$ cat src/rtl/bds_pkg.sv
/*
  bds_pkg: register map, field positions, reset values, timing counts and carrier
  types for the bridge driver supervision block.
  assumes a 200 MHz pclk; all timing counts are derived from CLK_PERIOD_NS.
*/
package bds_pkg;
  // ----------------------------------------------------------------
  // clock and timing
  // ----------------------------------------------------------------
  localparam int CLK_PERIOD_NS    = 5;
  localparam int GUARD_BASE_NS    = 587;   // guard and blank offset
  localparam int GUARD_STEP_NS    = 266;   // guard and blank step per code
  localparam int FILT0_NS         = 500;   // vds filter choices
  localparam int FILT1_NS         = 1000;
  localparam int FILT2_NS         = 2000;
  localparam int FILT3_NS         = 6000;
  localparam int PUMP_BLANK_NS    = 10000; // pump undervoltage blanking
  localparam int BRK_BLANK1_NS    = 1000;  // brake blank, select 0
  localparam int BRK_BLANK2_NS    = 4000;  // brake blank, select 1
  localparam int BRK_FILT_NS      = 2000;  // brake vds filter
  localparam int OV_FILT_NS       = 5000;  // overvoltage brake release filter
  // cycles, least times rounded up
  localparam int PUMP_BLANK_CYC   = (PUMP_BLANK_NS + CLK_PERIOD_NS - 1) / CLK_PERIOD_NS;
  localparam int BRK_BLANK1_CYC   = (BRK_BLANK1_NS + CLK_PERIOD_NS - 1) / CLK_PERIOD_NS;
  localparam int BRK_BLANK2_CYC   = (BRK_BLANK2_NS + CLK_PERIOD_NS - 1) / CLK_PERIOD_NS;
  localparam int BRK_FILT_CYC     = (BRK_FILT_NS + CLK_PERIOD_NS - 1) / CLK_PERIOD_NS;
  localparam int OV_FILT_CYC      = (OV_FILT_NS + CLK_PERIOD_NS - 1) / CLK_PERIOD_NS;

  // ----------------------------------------------------------------
  // register map (byte addresses)
  // ----------------------------------------------------------------
  localparam logic [7:0] ADDR_CONFIG      = 8'h00;
  localparam logic [7:0] ADDR_BRIDGE      = 8'h04;
  localparam logic [7:0] ADDR_GUARD_BLANK = 8'h08;
  localparam logic [7:0] ADDR_STATUS      = 8'h0c;
  localparam logic [7:0] ADDR_LIVE        = 8'h10;
  localparam logic [31:0] CONFIG_RESET      = 32'h0000_0000;
  localparam logic [31:0] BRIDGE_RESET      = 32'h0000_0000;
  localparam logic [31:0] GUARD_BLANK_RESET = 32'h0000_0000;

  // config fields
  localparam int F_PUMP_EN   = 0;
  localparam int F_GATE_LVL  = 1;
  localparam int F_UV_LVL    = 2;
  localparam int F_OVERVOLTAGE_BRAKE_ENABLE = 3;
  localparam int F_SLAM_EN   = 4;
  localparam int F_PARK_EN   = 5;
  localparam int F_BRK_VDS   = 6;
  localparam int F_BRK_BLK   = 7;
  localparam int F_SENSE_DIR = 8;
  localparam int F_GAIN      = 9;   // two bits
  localparam int F_OC_LVL    = 11;  // two bits
  localparam int F_AFW       = 13;  // three bits
  localparam int F_PWM_EN    = 16;  // three bits
  localparam int F_SLAM_DIS  = 19;  // three bits
  // bridge fields: state at 2*i, filter select at 6
  localparam int F_FILT_SEL  = 6;
  // guard/blank fields: bridge i at 8*i, guard low nibble, blank high nibble
  // status fields (write one to clear)
  localparam int F_VDS_FLT   = 0;   // three bits
  localparam int F_BRK_FLT   = 3;   // three bits
  localparam int F_VS_BRK    = 6;
  localparam int F_VSINT_BRK = 7;
  localparam int F_PUMP_UV   = 8;
  localparam int F_OUT_LVL   = 10;  // three bits, read only

  // ----------------------------------------------------------------
  // codes and carriers
  // ----------------------------------------------------------------
  localparam logic [1:0] SIDE_NONE = 2'h0;
  localparam logic [1:0] SIDE_HS   = 2'h1;
  localparam logic [1:0] SIDE_LS   = 2'h2;
  localparam logic [1:0] HB_FLOAT  = 2'h0;
  localparam logic [1:0] HB_LS_ON  = 2'h1;
  localparam logic [1:0] HB_HS_ON  = 2'h2;
  localparam logic [1:0] HB_OFF    = 2'h3;

  typedef enum logic [1:0] {
    BR_OFF   = 2'b00,
    BR_GUARD = 2'b01,
    BR_ON    = 2'b10
  } bds_phase_t;

  // pins from the analog side, all asynchronous to pclk
  typedef struct packed {
    logic [2:0] vds_over_hs;
    logic [2:0] vds_over_ls;
    logic [2:0] out_level;
    logic [2:0] pwm_in;
    logic       pump_uv;
    logic       vs_over_brake;
    logic       vsint_over_brake;
    logic       supplies_below_hyst;
    logic       slam_trigger_input;
    logic       sleep_stop_mode;
    logic       supply_fault;
  } bds_pins_t;

  // analog settings driven out of the block
  typedef struct packed {
    logic       sense_direction_select;
    logic [1:0] sense_gain_select;
    logic [1:0] overcurrent_level_select;
    logic [1:0] pump_uv_level_code;
    logic       brake_vds_level;
  } bds_analog_t;
endpackage

$ cat src/rtl/bds_supervisor.sv
/*
  bds_supervisor: supervision logic for three half-bridge gate drivers, with its
  apb register slave.
  assumes the analog comparators and pin levels are asynchronous to pclk and
  that the gate driver stages act on the registered on and discharge outputs.
*/
// Decided for this implementation: the register addresses and the APB register port.
// Notes on behaviour
// - never both transistors of a bridge on
// - blank interval masks vds fault detection
// - guard and blank: 587 ns plus 266 ns per code
// - pwm freewheel: blank starts after guard expiry
// - static: blank after guard, or immediately from float
// - fresh blank on every transistor activation; a brake low-side delayed by its guard gets the blank begun at brake start
// - pull-up on when pump enabled and bridge active
// - output level flag only in state 11 with pump
// - two select bits pick pump uv threshold
// - pump uv: discharge, drivers off, latch flag
// - uv flag clears on a software clear written after recovery
// - pump uv ignored after each pump activation
// - low-sides brake with pump off, three causes
// - brake vds monitored after selected brake blank
// - brake vds fault latches all low-sides off
// - brake fault keeps low-sides and pump off
// - overvoltage brake: low-sides on, latch flag
// - brake ends after filter, or on vds fault
// - sense direction and gain select passed out
// - overcurrent level code passed to comparator
// - vds fault after blank and filter time
// - faulted bridge stays off until cleared
`timescale 1ns/1ps
module bds_supervisor
  import bds_pkg::*;
#(
  parameter int NUM_HB = 3
) (
  // apb slave
  input  wire logic        pclk,
  input  wire logic        presetn,
  input  wire logic        psel,
  input  wire logic        penable,
  input  wire logic        pwrite,
  input  wire logic [7:0]  paddr,
  input  wire logic [31:0] pwdata,
  output logic             pready,
  output logic [31:0]      prdata,
  output logic             pslverr,
  // analog and pin inputs
  input  wire bds_pins_t   pins,
  // gate driver controls
  output logic [2:0]       hs_on,
  output logic [2:0]       ls_on,
  output logic [2:0]       discharge_on,
  output logic [2:0]       pullup_on,
  output logic             pump_run,
  output logic             sense_amp_en,
  output bds_analog_t      analog
);

  // ----------------------------------------------------------------
  // helpers
  // ----------------------------------------------------------------
  // guard or blank length in cycles for a 4-bit code, rounded up
  function automatic logic [11:0] code_cycles(input logic [3:0] code);
    int ns;
    ns = GUARD_BASE_NS + GUARD_STEP_NS * int'(code);
    return 12'((ns + CLK_PERIOD_NS - 1) / CLK_PERIOD_NS);
  endfunction

  // vds filter length for the two-bit filter select
  function automatic logic [11:0] filt_cycles(input logic [1:0] sel);
    int ns;
    unique case (sel)
      2'h0: ns = FILT0_NS;
      2'h1: ns = FILT1_NS;
      2'h2: ns = FILT2_NS;
      2'h3: ns = FILT3_NS;
    endcase
    return 12'((ns + CLK_PERIOD_NS - 1) / CLK_PERIOD_NS);
  endfunction

  // ----------------------------------------------------------------
  // state
  // ----------------------------------------------------------------
  typedef struct packed {
    bds_pins_t                 pin1;         // synchroniser first stage
    bds_pins_t                 pin2;         // synchroniser second stage
    logic [31:0]               cfg;          // config register
    logic [31:0]               bridge;       // bridge states and filter select
    logic [31:0]               gb;           // guard and blank codes
    logic [2:0]                vds_fault;    // sticky per-bridge vds faults
    logic [2:0]                brk_fault;    // sticky low-side brake faults
    logic                      vs_brk;       // sticky supply brake flag
    logic                      vsint_brk;    // sticky internal supply brake flag
    logic                      uv_flag;      // sticky pump undervoltage
    bds_phase_t [2:0]          phase;        // per-bridge sequencer
    logic [2:0][1:0]           side;         // side currently on
    logic [2:0][1:0]           tgt;          // side wanted after guard
    logic [2:0][11:0]          cnt;          // guard or blank counter
    logic [2:0][11:0]          filt;         // vds filter counter
    logic                      pump;         // pump running
    logic [11:0]               pump_blank;   // uv blanking counter
    logic                      brake;        // braking active
    logic [11:0]               brk_blank;    // brake blank counter
    logic [11:0]               brk_filt;     // brake vds filter counter
    logic                      ov_act;       // overvoltage brake active
    logic [11:0]               ov_filt;      // release filter counter
    logic [2:0]                hs;           // registered gate outputs
    logic [2:0]                ls;
    logic [2:0]                dis;
    logic [2:0]                pull;
    logic                      ready;        // apb answer
    logic                      err;
    logic [31:0]               rdata;
  } bds_state_t;

  bds_state_t st;        // current state
  bds_state_t next_st;   // next state

  // ----------------------------------------------------------------
  // next-state logic
  // ----------------------------------------------------------------
  always_comb begin
    logic        wr;         // write taken this edge
    logic        clr;        // status write-one-to-clear taken
    logic [1:0]  want;       // wanted side of a bridge
    logic [1:0]  mode;       // bridge state code
    logic        over;       // vds over on the active side
    logic        pump_req;   // pump allowed to run
    logic        brk_req;    // any braking cause
    logic        brk_ls_ok;  // brake low-side vds over on any bridge
    logic        slam_only;  // braking caused by slam alone
    logic [2:0]  brk_ls;     // low-sides driven by the brake
    logic [31:0] rd;         // read mux
    logic        hit;        // mapped address
    next_st   = st;
    wr        = 1'b0;
    clr       = 1'b0;
    want      = SIDE_NONE;
    mode      = HB_FLOAT;
    over      = 1'b0;
    pump_req  = 1'b0;
    brk_req   = 1'b0;
    brk_ls_ok = 1'b0;
    slam_only = 1'b0;
    brk_ls    = 3'h0;
    rd        = 32'h0000_0000;
    hit       = 1'b1;

    // two-flop synchronisers; only pin2 is read below
    next_st.pin1 = pins;
    next_st.pin2 = st.pin1;

    // apb: setup cycle prepares the answer, access cycle finds pready high
    unique case (paddr)
      ADDR_CONFIG:      rd = st.cfg;
      ADDR_BRIDGE:      rd = st.bridge;
      ADDR_GUARD_BLANK: rd = st.gb;
      ADDR_STATUS: begin
        rd[F_VDS_FLT +: 3]   = st.vds_fault;
        rd[F_BRK_FLT +: 3]   = st.brk_fault;
        rd[F_VS_BRK]         = st.vs_brk;
        rd[F_VSINT_BRK]      = st.vsint_brk;
        rd[F_PUMP_UV]        = st.uv_flag;
        for (int i = 0; i < NUM_HB; i++) begin
          // level readback only when actively off with the pump enabled
          rd[F_OUT_LVL + i] = st.cfg[F_PUMP_EN] && st.bridge[2*i +: 2] == HB_OFF
                              && st.pin2.out_level[i];
        end
      end
      ADDR_LIVE:        rd = {20'h0, st.brake, st.pump, st.dis, st.ls, st.hs, st.ov_act};
      default: begin
        rd  = 32'h0000_0000;
        hit = 1'b0;
      end
    endcase
    next_st.ready = psel && !penable;
    next_st.err   = psel && !penable && !hit;
    next_st.rdata = (psel && !penable && !pwrite) ? rd : 32'h0000_0000;
    wr  = psel && penable && st.ready && pwrite;
    clr = wr && paddr == ADDR_STATUS;
    if (wr && paddr == ADDR_CONFIG) begin
      next_st.cfg = pwdata & 32'h003f_ffff;
    end
    if (wr && paddr == ADDR_BRIDGE) begin
      next_st.bridge = pwdata & 32'h0000_00ff;
    end
    if (wr && paddr == ADDR_GUARD_BLANK) begin
      // software keeps pwm off while changing these
      next_st.gb = pwdata & 32'h00ff_ffff;
    end

    // status clears first; hardware sets below win over them
    if (clr) begin
      next_st.vds_fault = st.vds_fault & ~pwdata[F_VDS_FLT +: 3];
      next_st.brk_fault = st.brk_fault & ~pwdata[F_BRK_FLT +: 3];
      next_st.vs_brk    = st.vs_brk && !pwdata[F_VS_BRK];
      next_st.vsint_brk = st.vsint_brk && !pwdata[F_VSINT_BRK];
      // uv flag clears only once the pump voltage has recovered
      if (pwdata[F_PUMP_UV] && !st.pin2.pump_uv) begin
        next_st.uv_flag = 1'b0;
      end
    end

    // pump: held off by brake faults, uv latch and supply faults
    pump_req = st.cfg[F_PUMP_EN] && st.brk_fault == 3'h0
               && !st.uv_flag && !st.pin2.supply_fault;
    next_st.pump = pump_req;
    if (pump_req && !st.pump) begin
      next_st.pump_blank = 12'(PUMP_BLANK_CYC);
    end else if (st.pump_blank != 12'h000) begin
      next_st.pump_blank = st.pump_blank - 12'h001;
    end
    if (st.pump && st.pump_blank == 12'h000 && st.pin2.pump_uv) begin
      next_st.uv_flag = 1'b1;
      next_st.pump    = 1'b0;
    end

    // per-bridge sequencer
    for (int i = 0; i < NUM_HB; i++) begin
      mode = st.bridge[2*i +: 2];
      want = SIDE_NONE;
      if (st.pump && !st.vds_fault[i]) begin
        unique case (mode)
          HB_LS_ON: begin
            if (!st.cfg[F_PWM_EN + i] || st.pin2.pwm_in[i]) begin
              want = SIDE_LS;
            end else if (st.cfg[F_AFW + i]) begin
              want = SIDE_HS;
            end
          end
          HB_HS_ON: begin
            if (!st.cfg[F_PWM_EN + i] || st.pin2.pwm_in[i]) begin
              want = SIDE_HS;
            end else if (st.cfg[F_AFW + i]) begin
              want = SIDE_LS;
            end
          end
          HB_FLOAT, HB_OFF: want = SIDE_NONE;
        endcase
      end
      unique case (st.phase[i])
        BR_OFF: begin
          if (want != SIDE_NONE && st.ls[i]) begin
            // a brake low-side is still on: discharge it for the guard first
            next_st.phase[i] = BR_GUARD;
            next_st.tgt[i]   = want;
            next_st.cnt[i]   = code_cycles(st.gb[8*i +: 4]);
          end else if (want != SIDE_NONE) begin
            // from float the blank starts at once
            next_st.phase[i] = BR_ON;
            next_st.side[i]  = want;
            next_st.cnt[i]   = code_cycles(st.gb[8*i+4 +: 4]);
            next_st.filt[i]  = 12'h000;
          end
        end
        BR_ON: begin
          if (want != st.side[i]) begin
            // switch off, discharge for the guard before anything else
            next_st.phase[i] = BR_GUARD;
            next_st.tgt[i]   = want;
            next_st.cnt[i]   = code_cycles(st.gb[8*i +: 4]);
          end else if (st.cnt[i] != 12'h000) begin
            next_st.cnt[i]  = st.cnt[i] - 12'h001;
            next_st.filt[i] = 12'h000;
          end else begin
            over = (st.side[i] == SIDE_HS) ? st.pin2.vds_over_hs[i] : st.pin2.vds_over_ls[i];
            if (!over) begin
              next_st.filt[i] = 12'h000;
            end else if (st.filt[i] >= filt_cycles(st.bridge[F_FILT_SEL +: 2])) begin
              next_st.vds_fault[i] = 1'b1;
              next_st.phase[i]     = BR_GUARD;
              next_st.tgt[i]       = SIDE_NONE;
              next_st.cnt[i]       = code_cycles(st.gb[8*i +: 4]);
            end else begin
              next_st.filt[i] = st.filt[i] + 12'h001;
            end
          end
        end
        BR_GUARD: begin
          next_st.tgt[i] = want;
          if (st.cnt[i] != 12'h000) begin
            next_st.cnt[i] = st.cnt[i] - 12'h001;
          end else if (want == SIDE_NONE) begin
            next_st.phase[i] = BR_OFF;
            next_st.side[i]  = SIDE_NONE;
          end else begin
            // the blank of the new side starts at guard expiry
            next_st.phase[i] = BR_ON;
            next_st.side[i]  = want;
            next_st.cnt[i]   = code_cycles(st.gb[8*i+4 +: 4]);
            next_st.filt[i]  = 12'h000;
          end
        end
        default: next_st.phase[i] = BR_OFF;
      endcase
      // high-side on only in the on phase, so the two sides never overlap
      next_st.hs[i]   = next_st.phase[i] == BR_ON && next_st.side[i] == SIDE_HS;
      next_st.dis[i]  = next_st.phase[i] == BR_GUARD;
      next_st.pull[i] = st.cfg[F_PUMP_EN] && mode != HB_FLOAT;
    end

    // overvoltage brake: set on any supply over, release after filter
    if (st.cfg[F_OVERVOLTAGE_BRAKE_ENABLE] && (st.pin2.vs_over_brake || st.pin2.vsint_over_brake)) begin
      next_st.ov_act  = 1'b1;
      next_st.ov_filt = 12'h000;
    end else if (!st.cfg[F_OVERVOLTAGE_BRAKE_ENABLE]) begin
      next_st.ov_act  = 1'b0;
      next_st.ov_filt = 12'h000;
    end else if (st.ov_act && st.pin2.supplies_below_hyst) begin
      if (st.ov_filt >= 12'(OV_FILT_CYC)) begin
        next_st.ov_act  = 1'b0;
        next_st.ov_filt = 12'h000;
      end else begin
        next_st.ov_filt = st.ov_filt + 12'h001;
      end
    end else begin
      next_st.ov_filt = 12'h000;
    end
    if (st.cfg[F_OVERVOLTAGE_BRAKE_ENABLE] && st.pin2.vs_over_brake) begin
      next_st.vs_brk = 1'b1;
    end
    if (st.cfg[F_OVERVOLTAGE_BRAKE_ENABLE] && st.pin2.vsint_over_brake) begin
      next_st.vsint_brk = 1'b1;
    end

    // braking causes, only with the pump off
    slam_only = st.cfg[F_SLAM_EN] && st.pin2.slam_trigger_input
                && !(st.cfg[F_PARK_EN] && st.pin2.sleep_stop_mode) && !st.ov_act;
    brk_req = !st.pump && st.brk_fault == 3'h0 &&
              ((st.cfg[F_SLAM_EN] && st.pin2.slam_trigger_input) ||
               (st.cfg[F_PARK_EN] && st.pin2.sleep_stop_mode) || st.ov_act);
    next_st.brake = brk_req;
    if (brk_req && !st.brake) begin
      next_st.brk_blank = st.cfg[F_BRK_BLK] ? 12'(BRK_BLANK2_CYC) : 12'(BRK_BLANK1_CYC);
      next_st.brk_filt  = 12'h000;
    end else if (st.brk_blank != 12'h000) begin
      next_st.brk_blank = st.brk_blank - 12'h001;
    end
    brk_ls = slam_only ? ~st.cfg[F_SLAM_DIS +: 3] : 3'h7;
    brk_ls_ok = |(st.pin2.vds_over_ls & st.ls);
    if (st.brake && st.brk_blank == 12'h000 && brk_ls_ok) begin
      if (st.brk_filt >= 12'(BRK_FILT_CYC)) begin
        // latch every low-side off; mode bits stay untouched
        next_st.brk_fault = next_st.brk_fault | (st.pin2.vds_over_ls & st.ls);
        next_st.brake     = 1'b0;
        next_st.brk_filt  = 12'h000;
      end else begin
        next_st.brk_filt = st.brk_filt + 12'h001;
      end
    end else begin
      next_st.brk_filt = 12'h000;
    end
    // a brake low-side waits until its bridge has finished its guard
    for (int i = 0; i < NUM_HB; i++) begin
      next_st.ls[i] = next_st.brake ? (brk_ls[i] && next_st.phase[i] == BR_OFF) :
                      (next_st.phase[i] == BR_ON && next_st.side[i] == SIDE_LS);
    end
  end

  // ----------------------------------------------------------------
  // state register
  // ----------------------------------------------------------------
  always_ff @(posedge pclk or negedge presetn) begin
    if (!presetn) begin
      st        <= '0;
      st.cfg    <= CONFIG_RESET;
      st.bridge <= BRIDGE_RESET;
      st.gb     <= GUARD_BLANK_RESET;
    end else begin
      st <= next_st;
    end
  end

  // ----------------------------------------------------------------
  // outputs, all straight from flip-flops
  // ----------------------------------------------------------------
  assign pready       = st.ready;
  assign prdata       = st.rdata;
  assign pslverr      = st.err;
  assign hs_on        = st.hs;
  assign ls_on        = st.ls;
  assign discharge_on = st.dis;
  assign pullup_on    = st.pull;
  assign pump_run     = st.pump;
  assign sense_amp_en = st.pump;
  assign analog.sense_direction_select   = st.cfg[F_SENSE_DIR];
  assign analog.sense_gain_select        = st.cfg[F_GAIN +: 2];
  assign analog.overcurrent_level_select = st.cfg[F_OC_LVL +: 2];
  assign analog.pump_uv_level_code       = {st.cfg[F_GATE_LVL], st.cfg[F_UV_LVL]};
  assign analog.brake_vds_level          = st.cfg[F_BRK_VDS];

endmodule

$ cat config.mk
export PLATFORM = sky130hd
export DESIGN_NAME = bds_supervisor
export DESIGN_NICKNAME = d
export VERILOG_FILES = /design/src/rtl/bds_pkg.sv /design/src/rtl/bds_supervisor.sv
export SDC_FILE = /design/constraint.sdc
export NUM_CORES = 1
export LEC_CHECK = 0
export ABC_AREA = 1
export CAP_MARGIN = 20
export CORE_AREA = 2 2 262 238
export CTS_CLUSTER_DIAMETER = 40
export DETAILED_ROUTE_END_ITERATION = 16
export DIE_AREA = 0 0 264 240
export DONT_BUFFER_PORTS = 1
export SETUP_SLACK_MARGIN = 0.3
export SYNTH_ARGS = -nofsm -noshare
export SYNTH_HDL_FRONTEND = slang
export SYNTH_SLANG_ARGS = --single-unit
$ cat constraint.sdc
create_clock -name pclk -period 9.1 [get_ports pclk]
set_input_delay 1.365 -clock pclk [delete_from_list [all_inputs] [get_ports pclk]]
set_output_delay 1.365 -clock pclk [all_outputs]
set_load 0.005 [all_outputs]
==> results.md, run 1 <==
- Synth warn: 0
- Avg WL per Cell: 15.1 microns
- Final GP Congestion: around 0.92
- DIE AREA: 0.0634 sq mm
- WP buf/inv: 4
- Number of H-tree levels: 2
- Layout overhead on the synthesized area: 11.6%
- Clock Sinks: 274
- Crit end category: register
- FMAX: 124 MHz
- Pin count of the biggest net entering global routing: between 200 and 300
- Peak supply drop: 0.254 mV
- Number of DRC markers in iteration 0: 1815
- Final period util: 0.887
- TritonRoute pass-1 iters: 6
- HP Class: reg -> reg
- Startpoint types: register
- Hold path depth: 0
- Launch point of the worst reg-to-reg path: st[213]
- CTS Buf Count: 59
- Routed Antenna Nets: 0
- Worst Skew: 0.0551 ns
- Synth Register Bits: 274
- Fin. max-slew vios: 0
- Path depth of the worst reg2reg path: 59
- Fraction of layout cells with a size suffix above 1: 0.144
- Clock slew at reported path FFs: 0.05 ns
- Post-Syn Area: between 0.03 and 0.04 sq mm
- Crit path kind: reg -> reg
- Largest family of logic cells by synthesized area: simple AND/OR/NAND/NOR gates
- Die W: 264 microns
- Die height: around 240 microns
- Delay-heaviest family, CP: simple AND/OR/NAND/NOR gates
- Maxcap violations: 0
- Overflow after GRT: 0
- CTS Hold Bufs: 0
- Worst endpoint required time: about 9.6 ns
- Setup WS post-layout: 1.03 ns
- Setup violators final: 0
- Register area share after synthesis: 0.228
- Routed via count: 29600
- Core area: slightly above 0.06 sq mm
- Most frequent cells in the layout: nand2_1, inv_1, nand3_1, nor2_1, dfrtp_1
- Cells after Synth: roughly 4700
- Post-Synth Simple-Gate Area: 0.433
- DP Worst Slack: 0.559 ns
- Async set or reset register ratio after synthesis: 1.00
- Mux cell area share after synthesis: 0
- Relative slew slack: 0.268
- I/O Pins: 120
- Most common cell on crit path: nand2_1
- Worst path max stage delay: between 0.4 and 0.5 ns
- Largest buffer count on any clock path: 3
- CTS root buf: clkbuf_16
- Hold Vio Cnt, Final: 0
- Total power: 0.00790 W
- Post-synthesis adder-cell area fraction: 0.0638
- Min-delay src: next_st[296]
- Net count, final: 4936
- RSZ-0062 raised after global routing: true
- Antenna violations before repair: 5
- Yosys cell types: 78
- Synth Area in XOR/XNOR: 0.0382
- TritonCTS clock tree: built
- First-pass GRT wire length: ~140 mm
- Commonest non-fill, non-tap cell in the layout: nand2_1
- Post-synth EDFFs: 0
- Initial Util: 0.496
- Slew of the pin with the lowest slew margin: 1.09 ns
- Clk_lat worst skew: 0.64 ns
- Port bufs: 0
- Syn avg cell area: between 6 and 7 sq um
- Post-synth top flop: dfrtp_1
- Status: finished, final reports clean
- Pwr per Cell Area: 235 mW/mm^2
- Row cnt: 86
- WL final: 83.8 mm
- Leak: 17.8 nW
- Worst Setup SP: st[213]
- Drt via density: 5.32
- Fill cell count: 6161
- GR Util All Layers: 0.259
- DRC violations left: 0
- Levels on crit path: 59
- Slowest CP cell: dfrtp_2
- Number of global-route vias before repair: 26500
- Setup TNS: 0 ns
- Post-route minimum period: 8.07 ns
- HPWL after DPL: 65.1 mm
- Max FO, Critical Path: 10
- Crit path DAT: 8.58 ns
- Post-synthesis compound-gate area fraction: 0.117
[synthesized netlist by cell type, types with 21 or more instances]
library cell / n / share of area
nand2_2: 131 / 0.027
nor2_2: 36 / 0.0075
nor2_1: 337 / 0.042
inv_2: 75 / 0.0094
nand3_2: 66 / 0.022
inv_1: 669 / 0.083
a31oi_1: 35 / 0.0073
nand4_1: 176 / 0.037
nor3_1: 83 / 0.014
nand3_4: 22 / 0.013
o211ai_1: 55 / 0.014
nand3b_1: 23 / 0.0057
o221ai_1: 21 / 0.0061
nand2_4: 33 / 0.012
nor2_4: 27 / 0.010
xnor2_1: 23 / 0.0067
nand2_1: 1216 / 0.15
xor2_1: 101 / 0.029
o22ai_1: 21 / 0.0044
o21ai_0: 199 / 0.033
buf_4: 55 / 0.014
dfrtp_1: 274 / 0.23
a21oi_1: 147 / 0.024
clkbuf_1: 35 / 0.0044
nand3_1: 445 / 0.074
ha_1: 152 / 0.063
[metal layers]
metal  routed length, microns  track usage  vias up
li1                         -            -    15400
met1                    40800        0.372    13400
met2                    35100        0.392      650
met3                     5570       0.0508      125
met4                     2320       0.0770        2
met5                       13            0        -
[sequential cells by signal, indices dropped and copies added (netlist names), 3 cells and up]
register and count:
next_st 19, hs_on 3, analog 8, prdata 24, ls_on 3, discharge_on 3, st 208, pullup_on 3
[cells by family after synthesis]
kind of cell               Yosys count
DFF                                274
adders and majority gates          153
other                                1
AOI/OAI and AO/OA                  583
xor gates and xnor gates           128
buffers and inverters              876
and+or+nand+nor                   2661
[what timing repair did]
item,CTS,global route
resized for setup,0,80
setup endpoints to repair,0,5
buffers inserted,0,62
endpoints found under the hold margin,0,0
[path summary, 6_finish.rpt]
path,slack [ns],endpoint
worst max-delay path,1.03,st[157]
worst min-delay path,0.34,st[296]
worst max register to register,1.03,st[157]
worst min register to register,0.34,st[296]
max in group asynchronous,7.95,st[302]
min in group asynchronous,0.43,st[47]
[area by class of cell]
type                            count  area, sq um  share of cell area
Multi-Input combinational cell   3539        20000               0.596
Sequential cell                   274         6870               0.205
Inverter                          769         2910              0.0865
Clock buffer                       66         1540              0.0459
Tap cell                          792          991              0.0295
Clock inverter                     44          674              0.0201
Timing Repair Buffer               76          568              0.0169
Antenna cell                        2         5.00            0.000149
[worst register-to-register path: cells and delay by family (launching register included)]
kind | cells | cell delay (ns)
buf+inv | 4 | 0.36
fa+ha+maj | 5 | 1.32
simple gates | 44 | 4.73
flops | 1 | 0.43
compound gates | 6 | 1.12
[per-stage QoR]
step	hold slack, ns	util	area (sq um)	std cells
after CTS	0.341	0.540	32800	5496
after detailed placement	0.335	0.504	30600	5386
after global placement	0.332	0.503	30600	5385
after floorplan	0.331	-	30100	4688
final	0.341	0.553	33600	5562
after global routing	0.345	0.553	33600	5560
[power by group]
group | switching (W) | internal [W] | leakage (nW)
sequential | 0.0000148 | 0.00125 | 3.65
combinational | 0.00282 | 0.00144 | 13.1
clock | 0.000816 | 0.00156 | 1.07
total | 0.00365 | 0.00425 | 17.8
Power figures use the tool's default switching activity.
==> run 2: changes to the inputs <==
clock period = 8.38 ns   (was 9.1 ns; I/O delays follow)
==> run 2 against run 1 <==
  * Sequential share of layout area shrank 1.1 points
  * Sequential power grew 9%
  * Count of clock-buffer cells in the layout shrank 7
  * Largest power group unchanged
  * Critical path depth is the same
  * Cell area grew 5.7%
  * First-iteration DRC count grew 14%
  * Via count grew 3.2%
  * Combinational power grew 21%
  * Clock skew grew 0.0080 ns
  * Flip-flop and latch count is the same
  * Global-route usage grew 0.052 points
==> results.md, run 2 (synthesized netlist as in run 1, its figures left out) <==
- Die W: between 200 and 300 microns
- Delay-heaviest family, CP: simple AND/OR/NAND/NOR gates
- Maxcap violations: 0
- Leak: 18.5 nW
- Crit path DAT: 8.08 ns
- Max FO, Critical Path: 8
- Fraction of layout cells with a size suffix above 1: 0.206
- CTS Buf Count: 57
- Worst Skew: 0.0631 ns
- Worst path max stage delay: 0.41 ns
- Pin count of the biggest net entering global routing: around 280
- Most frequent cells in the layout: nand2_1, inv_1, nand3_1, nor2_1, dfrtp_1
- Post-route minimum period: 7.61 ns
- Antenna violations before repair: 2
- HPWL after DPL: 65.4 mm
- Launch point of the worst reg-to-reg path: st[199]
- CTS Hold Bufs: 0
- CTS root buf: clkbuf_16
- RSZ-0062 raised after global routing: true
- Drt via density: 5.36
- TritonRoute pass-1 iters: 5
- Commonest non-fill, non-tap cell in the layout: nand2_1
- Worst reg2reg setup slack: roughly 0.77 ns
- Slew of the pin with the lowest slew margin: approximately 1.1 ns
- Final non-filler cell total: 5701
- Routed Antenna Nets: 0
- Setup WS post-layout: 0.768 ns
- WP buf/inv: 5
- Path depth of the worst reg2reg path: slightly below 60
- Clock slew at reported path FFs: 0.06 ns
- DIE AREA: around 0.063 sq mm
- Clk_lat worst skew: 0.64 ns
- Clock Sinks: ~270
- HP Class: in -> async
- Worst Setup SP: st[199]
- Hold Vio Cnt, Final: 0
- Relative slew slack: 0.279
- Final period util: 0.908
- FMAX: 131 MHz
- Fin. max-slew vios: 0
- Overflow after GRT: 0
- Net count, final: 5075
- Max reg flops: roughly 210
- Status: finished, final reports clean
- Layout overhead on the synthesized area: 18.0%
- Placed instance count: 5411
- First-pass GRT wire length: 136 mm
- Startpoint types: register
- DRC violations left: 0
- I/O Pins: 120
- Fill cell count: 5941
- Largest buffer count on any clock path: 3
- Most common cell on crit path: nand2_2
- Worst endpoint required time: 8.85 ns
- Number of global-route vias before repair: 26600
- FF+latch area: 0.00687 sq mm
- Peak supply drop: ~0.3 mV
- Crit path kind: reg -> reg
- Final non-filler cell area: 0.0355 sq mm
- DP Worst Slack: 0.211 ns
- Pwr per Cell Area: 247 mW/mm^2
- Number of DRC markers in iteration 0: 2075
- Number of H-tree levels: 2
- Row cnt: 86
- Largest register by flop count: st
- TritonCTS clock tree: built
- Placed inst area: 0.0307 sq mm
- Port bufs: 0
- R2R Path End: st[133]
- Routed via count: approximately 31000
- Multi-input logic area: about 0.021 sq mm
- Final GP Congestion: roughly 0.94
- Slowest CP cell: dfrtp_2
- Crit end category: register
- Avg WL per Cell: 15.2 microns
- Die height: 240 microns
- GR Util All Layers: 0.259
- Setup TNS: 0 ns
- WL final: 86.9 mm
- Initial Util: 0.496
- Core area: 0.0607 sq mm
- Setup violators final: 0
## run 2: final cells by class
type,count,share of cell area
Multi-Input combinational cell,3543,0.596
Sequential cell,274,0.193
Inverter,769,0.0824
Timing Repair Buffer,213,0.0459
Clock buffer,59,0.0407
Tap cell,792,0.0279
Clock inverter,49,0.0140
Antenna cell,2,0.000141
## run 2: worst max path at each step
stage                          to  slack, ns  depth (start not counted)
after global placement    st[157]       0.27                         63
after detailed placement  st[133]       0.21                         60
after floorplan           st[133]       1.27                         62
after CTS                 st[133]       0.25                         64
final                     st[133]       0.77                         59
after global routing      st[145]       0.14                         62
## run 2: per-layer routing
layer / routed length (microns) / vias to the layer above / share of wire / track usage
li1: - / 15700 / - / -
met1: 42000 / 14100 / 0.48 / 0.376
met2: 38200 / 632 / 0.44 / 0.404
met3: 5490 / 94 / 0.063 / 0.0486
met4: 1290 / 2 / 0.015 / 0.0475
met5: 13 / - / 0.00015 / 0
## run 2: through the flow
| stage | hold WS [ns] | utilization | power, W |
|---|---|---|---|
| detailed placement | 0.336 | 0.507 | 0.00583 |
| floorplan | 0.331 | - | 0.00506 |
| finish | 0.319 | 0.585 | 0.00878 |
| global placement | 0.332 | 0.507 | 0.00580 |
| CTS | 0.288 | 0.539 | 0.00813 |
| global route | 0.287 | 0.585 | 0.00958 |
## run 2: what timing repair did
item / in CTS / in global routing
cloned: 0 / 5
pin swaps: 2 / 187
setup endpoints to repair: 2 / 6
resized for setup: 7 / 337
setup buffers: 1 / 173
## run 2: worst reg2reg max path, delay by kind of cell (launching register included)
kind | cells | cell delay [ns]
AND/OR/NAND/NOR | 47 | 5.17
adder cells (fa/ha/maj) | 5 | 1.27
buffers and inverters | 5 | 0.41
flip-flops | 1 | 0.41
AO/OA/AOI/OAI | 2 | 0.23
## run 2: power breakdown
group | switching (W) | internal (W)
sequential | 0.0000158 | 0.00135
combinational | 0.00327 | 0.00188
clock | 0.000910 | 0.00134
